**src/hw/gain_beep_pkg.sv**
```systemverilog
// Constants for the input gain and beep path control block.
// Assumes a 10 MHz system clock and APB register access.
package gain_beep_pkg;

  localparam int unsigned CLK_MHZ = 10;
  localparam int unsigned ZC_TIMEOUT_US = 100;
  localparam int unsigned ZC_TIMEOUT_CYC = ZC_TIMEOUT_US * CLK_MHZ;
  localparam int unsigned ZC_CNT_W = 11;

  localparam int unsigned GAIN_W = 7;
  // Default gain code, 0 dB
  localparam logic [6:0] GAIN_DEFAULT = 7'h10;

  localparam logic [7:0] OFS_POWER = 8'h00;
  localparam logic [7:0] OFS_ROUTE = 8'h04;
  localparam logic [7:0] OFS_GAIN_CTRL = 8'h08;
  localparam logic [7:0] OFS_LEFT_GAIN = 8'h0C;
  localparam logic [7:0] OFS_RIGHT_GAIN = 8'h10;
  localparam logic [7:0] OFS_STATUS = 8'h14;

  // Power register fields
  localparam int unsigned PWR_MIC_L = 0;
  localparam int unsigned PWR_MIC_R = 1;
  localparam int unsigned PWR_STAGE_L = 2;
  localparam int unsigned PWR_STAGE_R = 3;
  localparam int unsigned PWR_ADC_R = 4;
  localparam int unsigned PWR_BEEP_MONO = 5;
  localparam int unsigned PWR_BEEP_STEREO = 6;
  localparam int unsigned PWR_W = 7;
  localparam logic [6:0] PWR_RESET = 7'h00;

  // Route register fields
  localparam int unsigned RT_MONO_HP = 0;
  localparam int unsigned RT_MONO_SP = 1;
  localparam int unsigned RT_STEREO_HP = 2;
  localparam int unsigned RT_STEREO_SP = 3;
  localparam int unsigned RT_W = 4;
  localparam logic [3:0] RT_RESET = 4'h0;

  // Gain control fields
  localparam int unsigned GC_ZERO_CROSS = 0;
  localparam int unsigned GC_AUTO_LEVEL = 1;
  localparam int unsigned GC_W = 2;
  localparam logic [1:0] GC_RESET = 2'h0;

  // Status fields: applied left [6:0], applied right [14:8], mode [17:16]
  localparam int unsigned ST_RIGHT_POS = 8;
  localparam int unsigned ST_MODE_POS = 16;

  typedef enum logic [1:0] {
    MODE_OFF = 2'b00,
    MODE_MANUAL = 2'b01,
    MODE_AUTO = 2'b11
  } gain_mode_t;

endpackage : gain_beep_pkg

```
**src/hw/zc_apply_timer.sv**
```systemverilog
// Holds one pending gain change until a zero crossing or a timeout.
// Assumes zeroCross is a synchronous one-cycle pulse per crossing.
`timescale 1ns/1ns
`default_nettype none
module zc_apply_timer
  import gain_beep_pkg::*;
(
  input wire logic clk_sys, // system clock
  input wire logic rst_n, // sync reset, active low
  input wire logic ce, // clock enable
  input wire logic start, // new gain value written
  input wire logic zeroCross, // signal crossed zero
  output logic fire, // apply pending value now
  output logic waiting // a change is pending
);

  logic waiting_q;
  logic waiting_d;
  logic [ZC_CNT_W-1:0] count_q;
  logic [ZC_CNT_W-1:0] count_d;
  wire timedOut = (count_q == ZC_CNT_W'(ZC_TIMEOUT_CYC - 1));

  assign fire = waiting_q & ~start & (zeroCross | timedOut);
  assign waiting = waiting_q;
  assign waiting_d = start | (waiting_q & ~fire);
  assign count_d = (start | ~waiting_q) ? '0 : count_q + ZC_CNT_W'(1);

  always_ff @(posedge clk_sys)
  begin
    if (!rst_n)
    begin
      waiting_q <= 1'b0;
      count_q <= '0;
    end
    else if (ce)
    begin
      waiting_q <= waiting_d;
      count_q <= count_d;
    end
  end

endmodule : zc_apply_timer
`default_nettype wire

```
**src/hw/gain_beep_ctrl.sv**
```systemverilog
// Input gain stage control and beep path routing with an APB register file.
// Assumes the level control engine and zero detectors run on clk_sys.
//
// Contract
// - With zero-cross off, a gain write applies at once, any spacing.
// - A gain written while powered and level control is off is applied.
// - When level control turns off while powered, its last gain stays applied.
// - All four power bits low resets gain; power-up restarts from default.
// - A gain field reads back the last written value, not the applied one.
// - Mono beep routes follow only their route bits, not mono beep power.
// - Stereo beep routes follow only their route bits, not stereo power.
// - Beep routes need no running clock; they are static decodes.
// - Level control starts from the 0 dB default after power-up.
//
// The APB interface to the registers and the register addresses were decided locally.
`timescale 1ns/1ns
`default_nettype none
module gain_beep_ctrl
  import gain_beep_pkg::*;
(
  input wire logic clk_sys, // 10 MHz system clock
  input wire logic rst_n, // sync reset, active low
  input wire logic ce, // clock enable, freezes state
  input wire logic psel, // APB select
  input wire logic penable, // APB enable
  input wire logic pwrite, // APB write
  input wire logic [7:0] paddr, // APB byte address
  input wire logic [31:0] pwdata, // APB write data
  output logic [31:0] prdata, // APB read data
  output logic pready, // APB ready
  output logic pslverr, // APB error, unmapped address
  input wire logic alcStep, // level control gain update
  input wire logic [6:0] alcGainLeft, // level control left gain
  input wire logic [6:0] alcGainRight, // level control right gain
  input wire logic zeroCrossLeft, // left signal zero crossing
  input wire logic zeroCrossRight, // right signal zero crossing
  output logic [6:0] appliedGainLeft, // left gain in use
  output logic [6:0] appliedGainRight, // right gain in use
  output logic autoLevelRun, // level control active
  output logic leftMicPower, // left mic amp power
  output logic rightMicPower, // right mic amp power
  output logic leftGainStagePower, // left gain stage power
  output logic rightGainStagePower, // right gain stage power
  output logic rightAdcPower, // right ADC power
  output logic monoBeepPower, // mono beep input power
  output logic stereoBeepPower, // stereo beep input power
  output logic monoBeepToHeadphone, // mono beep to headphone amp
  output logic monoBeepToSpeaker, // mono beep to speaker amp
  output logic stereoBeepToHeadphone, // stereo beep to headphone amp
  output logic stereoBeepToSpeaker // stereo beep to speaker amp
);

  function automatic logic hit(input logic [7:0] a, input logic [7:0] ofs);
    hit = (a == ofs);
  endfunction : hit

  logic [PWR_W-1:0] power_q;
  logic [RT_W-1:0] route_q;
  logic [GC_W-1:0] gainCtrl_q;
  logic [GAIN_W-1:0] gainField_q [2];
  logic [GAIN_W-1:0] applied_q [2];
  gain_mode_t mode_q;
  gain_mode_t mode_d;
  logic [31:0] prdata_q;
  logic captured_q;

  // Bus decode
  wire selPower = hit(paddr, OFS_POWER);
  wire selRoute = hit(paddr, OFS_ROUTE);
  wire selGainCtrl = hit(paddr, OFS_GAIN_CTRL);
  wire selLeft = hit(paddr, OFS_LEFT_GAIN);
  wire selRight = hit(paddr, OFS_RIGHT_GAIN);
  wire selStatus = hit(paddr, OFS_STATUS);
  wire mapped = selPower | selRoute | selGainCtrl | selLeft | selRight
    | selStatus;
  wire access = psel & penable & pready;
  wire wrOk = access & pwrite & mapped;
  wire [1:0] wrGain = {wrOk & selRight, wrOk & selLeft};

  assign pready = penable & ce & captured_q;
  assign pslverr = pready & ~mapped;
  assign prdata = prdata_q;

  wire [31:0] statusWord = {14'h0000, mode_q, 1'b0, applied_q[1], 1'b0,
    applied_q[0]};
  wire [31:0] readMux =
    selPower ? {25'h0000000, power_q} :
    selRoute ? {28'h0000000, route_q} :
    selGainCtrl ? {30'h00000000, gainCtrl_q} :
    selLeft ? {25'h0000000, gainField_q[0]} :
    selRight ? {25'h0000000, gainField_q[1]} :
    selStatus ? statusWord : 32'h00000000;

  // Capture read data in setup and while waiting
  always_ff @(posedge clk_sys)
  begin
    if (!rst_n)
    begin
      prdata_q <= 32'h00000000;
      captured_q <= 1'b0;
    end
    else if (ce)
    begin
      prdata_q <= readMux;
      captured_q <= psel & ~access;
    end
  end

  // Control registers
  always_ff @(posedge clk_sys)
  begin
    if (!rst_n)
    begin
      power_q <= PWR_RESET;
      route_q <= RT_RESET;
      gainCtrl_q <= GC_RESET;
    end
    else if (ce)
    begin
      if (wrOk & selPower)
        power_q <= pwdata[PWR_W-1:0];
      if (wrOk & selRoute)
        route_q <= pwdata[RT_W-1:0];
      if (wrOk & selGainCtrl)
        gainCtrl_q <= pwdata[GC_W-1:0];
    end
  end

  // Gain state
  wire powerAny = power_q[PWR_MIC_L] | power_q[PWR_MIC_R]
    | power_q[PWR_STAGE_L] | power_q[PWR_STAGE_R];
  wire autoLevelEn = gainCtrl_q[GC_AUTO_LEVEL];
  wire zcOption = gainCtrl_q[GC_ZERO_CROSS];
  wire manualMode = (mode_q == MODE_MANUAL) & (mode_d == MODE_MANUAL);
  wire [1:0] zeroCross = {zeroCrossRight, zeroCrossLeft};
  wire [GAIN_W-1:0] alcGain [2];
  assign alcGain[0] = alcGainLeft;
  assign alcGain[1] = alcGainRight;

  always_comb
  begin
    if (!powerAny)
      mode_d = MODE_OFF;
    else if (autoLevelEn)
      mode_d = MODE_AUTO;
    else
      mode_d = MODE_MANUAL;
  end

  always_ff @(posedge clk_sys)
  begin
    if (!rst_n)
      mode_q <= MODE_OFF;
    else if (ce)
      mode_q <= mode_d;
  end

  genvar ch;
  generate
    for (ch = 0; ch < 2; ch++)
    begin : g_chan
      logic fire;
      logic [GAIN_W-1:0] applied_d;
      wire zcStart = wrGain[ch] & zcOption & manualMode;
      wire directApply = wrGain[ch] & ~zcOption & manualMode;

      zc_apply_timer u_timer (
        .clk_sys(clk_sys),
        .rst_n(rst_n),
        .ce(ce),
        .start(zcStart),
        .zeroCross(zeroCross[ch]),
        .fire(fire),
        .waiting()
      );

      always_comb
      begin
        applied_d = applied_q[ch];
        if (mode_d == MODE_OFF)
          applied_d = GAIN_DEFAULT;
        else if (mode_q == MODE_OFF)
          applied_d = GAIN_DEFAULT;
        // level control owns gain, kept if it stops while powered
        else if (mode_d == MODE_AUTO)
        begin
          if (alcStep)
            applied_d = alcGain[ch];
        end
        // host preset applied in manual mode
        else if (directApply)
          applied_d = pwdata[GAIN_W-1:0];
        else if (fire & manualMode)
          applied_d = gainField_q[ch];
      end

      always_ff @(posedge clk_sys)
      begin
        if (!rst_n)
        begin
          applied_q[ch] <= GAIN_DEFAULT;
          gainField_q[ch] <= GAIN_DEFAULT;
        end
        else if (ce)
        begin
          applied_q[ch] <= applied_d;
          if (wrGain[ch])
            gainField_q[ch] <= pwdata[GAIN_W-1:0];
        end
      end
    end
  endgenerate

  assign appliedGainLeft = applied_q[0];
  assign appliedGainRight = applied_q[1];
  assign autoLevelRun = (mode_q == MODE_AUTO);

  assign leftMicPower = power_q[PWR_MIC_L];
  // right channel powers under host control
  assign rightMicPower = power_q[PWR_MIC_R];
  assign leftGainStagePower = power_q[PWR_STAGE_L];
  assign rightGainStagePower = power_q[PWR_STAGE_R];
  assign rightAdcPower = power_q[PWR_ADC_R];
  assign monoBeepPower = power_q[PWR_BEEP_MONO];
  assign stereoBeepPower = power_q[PWR_BEEP_STEREO];

  // static route decode, no clock in path
  // mono routes ignore mono beep power
  assign monoBeepToHeadphone = route_q[RT_MONO_HP];
  assign monoBeepToSpeaker = route_q[RT_MONO_SP];
  // stereo routes ignore stereo beep power
  assign stereoBeepToHeadphone = route_q[RT_STEREO_HP];
  assign stereoBeepToSpeaker = route_q[RT_STEREO_SP];

endmodule : gain_beep_ctrl
`default_nettype wire

```
**config.mk**
```make
export PLATFORM = sky130hd
export DESIGN_NAME = gain_beep_ctrl
export DESIGN_NICKNAME = d
export VERILOG_FILES = /design/src/hw/gain_beep_pkg.sv /design/src/hw/zc_apply_timer.sv /design/src/hw/gain_beep_ctrl.sv
export SDC_FILE = /design/constraint.sdc
export NUM_CORES = 1
export LEC_CHECK = 0
export ABC_AREA = 1
export BUFFER_PORTS_ARGS = -buffer_cell sky130_fd_sc_hd__buf_2
export CAP_MARGIN = 20
export CORE_AREA = 2 2 73 110
export CTS_BUF_LIST = sky130_fd_sc_hd__clkbuf_8
export CTS_CLUSTER_SIZE = 28
export DETAILED_ROUTE_END_ITERATION = 12
export DIE_AREA = 0 0 75 112
export PLACE_DENSITY = 0.91
export SYNTH_ARGS = -nofsm -noshare
export SYNTH_HDL_FRONTEND = slang
export SYNTH_SLANG_ARGS = --single-unit
```
**constraint.sdc**
```tcl
create_clock -name clk_sys -period 5 [get_ports clk_sys]
set_input_delay 1 -clock clk_sys [delete_from_list [all_inputs] [get_ports clk_sys]]
set_output_delay 1 -clock clk_sys [all_outputs]
set_load 0.01 [all_outputs]
```
==> results of run 1 <==
==> Yosys cell counts (all sizes together) <==
master	n	area (sq um)
nand2	115	460
inv	73	282
nor2	60	294
dfxtp	56	1120
nand3	48	263
o21ai	43	215
a21oi	30	150
edfxtp	28	841
buf	25	183
nand4	9	62.6
nor3	8	67.6
o211ai	6	45.0
xor2	5	43.8
o22ai	4	25.0
o2111ai	3	26.3
o221ai	3	26.3
xnor2	3	26.3
clkbuf	2	7.51
ha	2	25.0
nor3b	2	15.0
a211oi	1	7.51
a21o	1	7.51
a31o	1	8.76
and2	1	6.26
clkinv	1	3.75
conb	1	3.75
nand3b	1	7.51
nor4	1	6.26
o21a	1	7.51
o21bai	1	7.51
o31ai	1	7.51
==> routing by layer <==
layer  global-route usage  vias to the layer above
met1                0.313                     1890
li1                     -                     1901
met5                    0                        -
met4                0.162                        0
met2                0.465                      202
met3               0.0579                       53
==> worst max-delay path, delay by kind of cell <==
family	cells	cell delay [ns]
AND/OR/NAND/NOR	5	0.71
buffers and inverters	3	0.33
==> final cells by class <==
class | count | area (sq um) | share of cell area
sequential | 84 | 1960 | 0.405
tap | 102 | 128 | 0.0264
multi-input combinational | 366 | 1870 | 0.387
inverter | 74 | 285 | 0.0589
clock buffer | 11 | 151 | 0.0313
timing repair buffer | 83 | 420 | 0.0868
clock inverter | 5 | 22.5 | 0.00465
==> power by group <==
part	internal [mW]	total, mW	switching, mW
registers	0.711	0.715	0.00468
clock network	0.201	0.436	0.235
logic	0.0215	0.0761	0.0546
total	0.933	1.23	0.295
==> state kept, by name, summed over array words and instances (netlist names) <==
register                flops
mode_q                      2
route_q                     4
gainField_q                14
captured_q                  1
power_q                     7
g_chan.u_timer.count_q     22
gainCtrl_q                  2
prdata                     16
g_chan.u_timer.waiting      2
applied_q                  14
==> cell families (layout without fill, tap and decap cells) <==
family / after synthesis / count (layout) / share of synthesized area
other cells: 1 / 16 / 0.000882
compound gates: 95 / 95 / 0.126
simple gates: 245 / 245 / 0.278
fa+ha+maj: 2 / 2 / 0.00588
buf+inv: 101 / 173 / 0.112
flops: 84 / 84 / 0.461
xor+xnor: 8 / 8 / 0.0165
==> layout by cell type, fill, tap and decap left out, drive strengths merged, types with 2 or more instances in the layout <==
| master | n |
|---|---|
| nand2 | 115 |
| buf | 83 |
| inv | 77 |
| nor2 | 60 |
| dfxtp | 56 |
| nand3 | 48 |
| o21ai | 43 |
| a21oi | 30 |
| edfxtp | 28 |
| conb | 16 |
| clkbuf | 11 |
| nand4 | 9 |
| nor3 | 8 |
| o211ai | 6 |
| xor2 | 5 |
| o22ai | 4 |
| xnor2 | 3 |
| o221ai | 3 |
| o2111ai | 3 |
| nor3b | 2 |
| ha | 2 |
==> final timing paths <==
kind / end / slack (ns) / depth (start not counted)
worst min register to register: g_chan[0].u_timer.count_q[10]$_SDFFE_PN0P_ / 0.45 / 1
worst max register to register: applied_q[0][2]$_SDFFCE_PP0P_ / 2.31 / 8
worst min-delay path: g_chan[0].u_timer.count_q[10]$_SDFFE_PN0P_ / 0.45 / 1
worst max-delay path: pslverr / 1.96 / 8
==> stage by stage <==
stage / std cells / cell area (sq um) / setup slack (ns) / utilization / power (mW)
finish: 725 / 4840 / 1.96 / 0.648 / 1.23
global route: 725 / 4840 / 1.83 / 0.648 / 1.27
CTS: 725 / 4840 / 1.98 / 0.648 / 1.23
detailed placement: 709 / 4670 / 1.67 / 0.625 / 0.806
global placement: 709 / 4670 / 1.72 / 0.625 / 0.803
floorplan: 551 / 4310 / 2.27 / - / 0.780
==> results.json, run 1 <==
{
  "grt.overflow.total": 0,
  "max_freq_mhz": 329,
  "grt_pass1_vias": 3885,
  "min-delay-path-class": "flip-flop to flip-flop",
  "worstSetupPathType": "input port to primary output",
  "finalCritPeriodShare": 0.608,
  "timing.critical_path.cells": "buf_2 -> inv_1 -> nand2_1 -> nor2_4 -> nand2_2 -> nand3_4 -> nor2_1 -> buf_2",
  "worstMarginPinSlew_ns": 1.04,
  "antenna_left": 0,
  "finalWorstPathRequiredPeriod_ns": 3.04,
  "grt_first_pass_wirelength_mm": 17.8,
  "tritoncts": "done",
  "routed-wl-met3_um": 663,
  "htreeDepth": 3,
  "vdd.ir_drop.worst_mv": 0.217,
  "clkTransAtPathRegs_ns": 0.07,
  "place_hpwl_mm": 8.44,
  "floorplan.initialDensity": 0.570,
  "netlist_instances": 536,
  "detail_route.wl_per_cell_um": 15.3,
  "via_count": 4046,
  "ys_seq_area_frac": 0.461,
  "flow.area_growth_from_synthesis_pct": 13.8,
  "timing.critical_path.mode_cell": "sky130_fd_sc_hd__buf_2",
  "antenna_found_initial": 0,
  "drt_pass1_iterations": 5,
  "vias_per_cell": 5.58,
  "place.gp.congestion": 1.00,
  "crit_path_max_fo": 10,
  "routed-wl-met2_mm": 5.81,
  "core-area_sq_um": 7470,
  "slowest_stage": "sky130_fd_sc_hd__nor2_4",
  "synth_seq_cells": 84,
  "worst_setup_path_startpoint": "paddr[3]",
  "grt_start_max_net_pins": 20,
  "numCtsBuffers": 9,
  "status": "completed",
  "worst_slew_margin_rel": 0.301,
  "required_ns": 4.00,
  "timing.critical_path.slowest_cell_delay_ns": 0.30,
  "cts.path.max_buffers": 2,
  "setup_viol": 0,
  "topRoutingLayerUsed": "met4",
  "clock_insertion_delay_worst_skew_ns": 0.37,
  "filler_cell_count_in_the_final_layout": 622,
  "layout.nets": 683,
  "p_leak_nw": 2.15,
  "critical_path_arrival_ns": 2.04,
  "power.density_cell_area_nw_per_um2": 254,
  "synthesis.yosys.warnings": 0,
  "fin_setup_tns_ns": 0,
  "grt_setup_unrepaired": "false",
  "cts.sinks": 84,
  "end_kind": "primary output",
  "numPortBuffers": 81,
  "netlist-cell-type-count": 47,
  "final-hold-violation-count": 0,
  "synth.avg_cell_area_sq_um": 7.93,
  "holdBufCountCts": 0,
  "max_cap_viol_count": 0,
  "total_routed_wirelength_mm": 11.1,
  "floorplan.die.width_um": 75,
  "drt_first_iter_violations": 307,
  "antenna_cells": 0,
  "dieArea_sq_um": 8400,
  "regToRegStartpoint": "power_q[2]$_SDFFE_PN0P_",
  "gr-usage-all-layers": 0.277,
  "die_height_um": 112,
  "route.layer.met1.wl_mm": 3.99,
  "row_count": 39,
  "io_pins": 123,
  "crit_path_start_kind": "input port",
  "cts_post_setup_buffers_inserted": 0,
  "drc_violation_count_after_routing": 0,
  "syn-cell-area_sq_um": 4250,
  "clk_tree_root_cell": "sky130_fd_sc_hd__clkbuf_8",
  "fin_skew_ns": 0.0147,
  "post_cts_gate_resize_count": 0,
  "post_route_cells_drive_above_1_share": 0.201,
  "min-delay-start": "g_chan[0].u_timer.count_q[10]$_SDFFE_PN0P_",
  "hold-worst-slack_ns": 0.448,
  "drv_slew": 0
}
(Power assumes the default switching activity.)
==> run 2, diff against run 1 <==
Settings changed: CORE_AREA 2 2 73 110 to 2 2 80 120, DIE_AREA 0 0 75 112 to 0 0 82 122, PLACE_DENSITY 0.91 to 0.81.
Clock period 5 ns to 2.7 ns, I/O delays scaled along.
==> results.json, run 2 (synthesized netlist as in run 1, its figures left out) <==
{
  "status": "completed",
  "report.power.total_mw": 2.52,
  "clkTransAtPathRegs_ns": 0.08,
  "floorplan.die.width_um": 82,
  "critPathTopFamily": "simple AND/OR/NAND/NOR gates",
  "slowest_stage": "sky130_fd_sc_hd__dfxtp_1",
  "setup_viol": 0,
  "largest_register": "g_chan.u_timer.count_q",
  "most-common-layout-cells": "109 x sky130_fd_sc_hd__nand2_1, 81 x sky130_fd_sc_hd__buf_2, 69 x sky130_fd_sc_hd__inv_1",
  "numPortBuffers": 81,
  "intPower_mw": 1.97,
  "timing.critical_path.cells": "inv_1 -> nand4_1 -> nand2_1 -> nor2_4 -> nand4_2 -> nand2_1 -> inv_1 -> a21oi_1 -> buf_4",
  "layout.core_utilization": 0.549,
  "filler_cell_count_in_the_final_layout": 870,
  "regToRegStartpoint": "power_q[2]$_SDFFE_PN0P_",
  "cts.sinks": 84,
  "multi_input_area_sq_um": 1870,
  "grt_first_pass_wirelength_mm": 17.7,
  "antenna_cells": 0,
  "antenna_found_initial": 0,
  "netSwitchingPower_mw": 0.559,
  "finalWorstPathRequiredPeriod_ns": 2.27,
  "min-delay-start": "psel",
  "numCtsBuffers": 9,
  "place_hpwl_mm": 8.60,
  "ff2ff_setup_slack_ns": 0.43,
  "layout.nets": 690,
  "min-delay-path-class": "input port to flip-flop",
  "largest_register_ffs": 22,
  "gr-usage-all-layers": 0.237,
  "via_count": 3893,
  "vias_per_cell": 5.25,
  "max_cap_viol_count": 0,
  "clkPwrFrac": 0.418,
  "worst-path-stages": 9,
  "fin_setup_tns_ns": 0,
  "clk_tree_root_cell": "sky130_fd_sc_hd__clkbuf_8",
  "post_cts_gate_resize_count": 0,
  "number_of_placed_cells_counting_well_taps": 726,
  "floorplan.initialDensity": 0.471,
  "fin_cells": 742,
  "htreeDepth": 3,
  "drt_pass1_iterations": 7,
  "grt.overflow.total": 0,
  "dieArea_sq_um": 10000,
  "crit_path_max_fo": 9,
  "post_route_cells_drive_above_1_share": 0.213,
  "clock_insertion_delay_worst_skew_ns": 0.38,
  "grt_start_max_net_pins": 20,
  "holdBufCountCts": 0,
  "p_leak_nw": 2.21,
  "core-area_sq_um": 9040,
  "last_element_of_the_critical_path": "applied_q[1][3]$_SDFFCE_PP0P_",
  "timing.critical_path.slowest_cell_delay_ns": 0.37,
  "drt_first_iter_violations": 276,
  "power.share.sequential": 0.524,
  "total_routed_wirelength_mm": 11.2,
  "finalCritPeriodShare": 0.839,
  "vdd.ir_drop.worst_mv": 0.394,
  "place.gp.congestion": 0.902,
  "cts.path.max_buffers": 2,
  "io_pins": 123,
  "regArea_sq_um": 1960,
  "final-hold-violation-count": 0,
  "grt_setup_unrepaired": "false",
  "tritoncts": "done",
  "critical_path_arrival_ns": 2.35,
  "power.density_cell_area_nw_per_um2": 509,
  "antenna_left": 0,
  "power.combinational.fraction": 0.058,
  "flow.area_growth_from_synthesis_pct": 16.7,
  "final_common_cell": "sky130_fd_sc_hd__nand2_1",
  "crit_path_start_kind": "flip-flop",
  "end_kind": "flip-flop",
  "max_freq_mhz": 441,
  "drc_violation_count_after_routing": 0,
  "critical_r2r_capture": "applied_q[1][3]$_SDFFCE_PP0P_",
  "detail_route.wl_per_cell_um": 15.1,
  "swShare": 0.222,
  "worstSetupPathType": "flip-flop to flip-flop",
  "critPathBufInv": 3,
  "worst_setup_path_startpoint": "power_q[2]$_SDFFE_PN0P_",
  "die_height_um": 122,
  "fin_skew_ns": 0.0143,
  "grt_pass1_vias": 3819,
  "cts_post_setup_buffers_inserted": 0,
  "drv_slew": 0,
  "place_worst_setup_slack_ns": 0.188,
  "worst-r2r-cell-count": 9,
  "layout_setup_ws_ns": 0.434,
  "required_ns": 2.78,
  "row_count": 43
}
-- run 2: cell count changes in the layout (fill, tap and decap cells not counted) --
cell and delta:
sky130_fd_sc_hd__clkbuf_8 -2, sky130_fd_sc_hd__inv_1 -2, sky130_fd_sc_hd__clkinvlp_4 -1, sky130_fd_sc_hd__bufinv_16 +3
sky130_fd_sc_hd__buf_4 +7, sky130_fd_sc_hd__clkinv_2 +2
-- run 2: power groups by stage --
| stage | clock network, mW | logic [mW] | registers (mW) |
|---|---|---|---|
| finish | 1.05 | 0.146 | 1.32 |
| detailed placement | 0 | 0.145 | 1.35 |
| global route | 1.12 | 0.161 | 1.32 |
| floorplan | 0 | 0.0887 | 1.36 |
| global placement | 0 | 0.142 | 1.35 |
| CTS | 1.07 | 0.145 | 1.32 |
-- run 2: area by class of cell --
type | count | area share
clock buffer | 9 | 0.0250
clock inverter | 7 | 0.0217
inverter | 74 | 0.0575
multi-input combinational | 366 | 0.377
sequential | 84 | 0.395
tap | 112 | 0.0282
timing repair buffer | 90 | 0.0953
-- run 2: metal layers --
metal / share of wire / up-vias / global-route usage
met1: 0.36 / 1797 / 0.256
met3: 0.054 / 30 / 0.0541
met5: 0 / - / 0
li1: - / 1917 / -
met2: 0.54 / 149 / 0.410
met4: 0.042 / 0 / 0.146
-- run 2: worst min path at each step --
stage	endpoint	slack (ns)	cells past startpoint
finish	captured_q$_SDFFE_PN0P_	0.44	3
CTS	captured_q$_SDFFE_PN0P_	0.42	3
global route	captured_q$_SDFFE_PN0P_	0.44	3
detailed placement	prdata[14]$_SDFFE_PN0P_	0.44	2
global placement	prdata[12]$_SDFFE_PN0P_	0.44	2
floorplan	g_chan[0].u_timer.count_q[10]$_SDFFE_PN0P_	0.42	1
-- run 2: through the flow --
step | hold slack, ns | area, sq um
2_1_floorplan | 0.423 | 4310
3_3_place_gp | 0.437 | 4730
3_5_place_dp | 0.444 | 4730
4_1_cts | 0.417 | 4960
5_1_grt | 0.444 | 4960
6_report | 0.439 | 4960
-- run 2: tightest hold or removal path, delay by kind of cell --
family | cells | cell delay, ns
buffers and inverters | 1 | 0.10
and+or+nand+nor | 1 | 0.06
AOI/OAI and AO/OA | 1 | 0.06
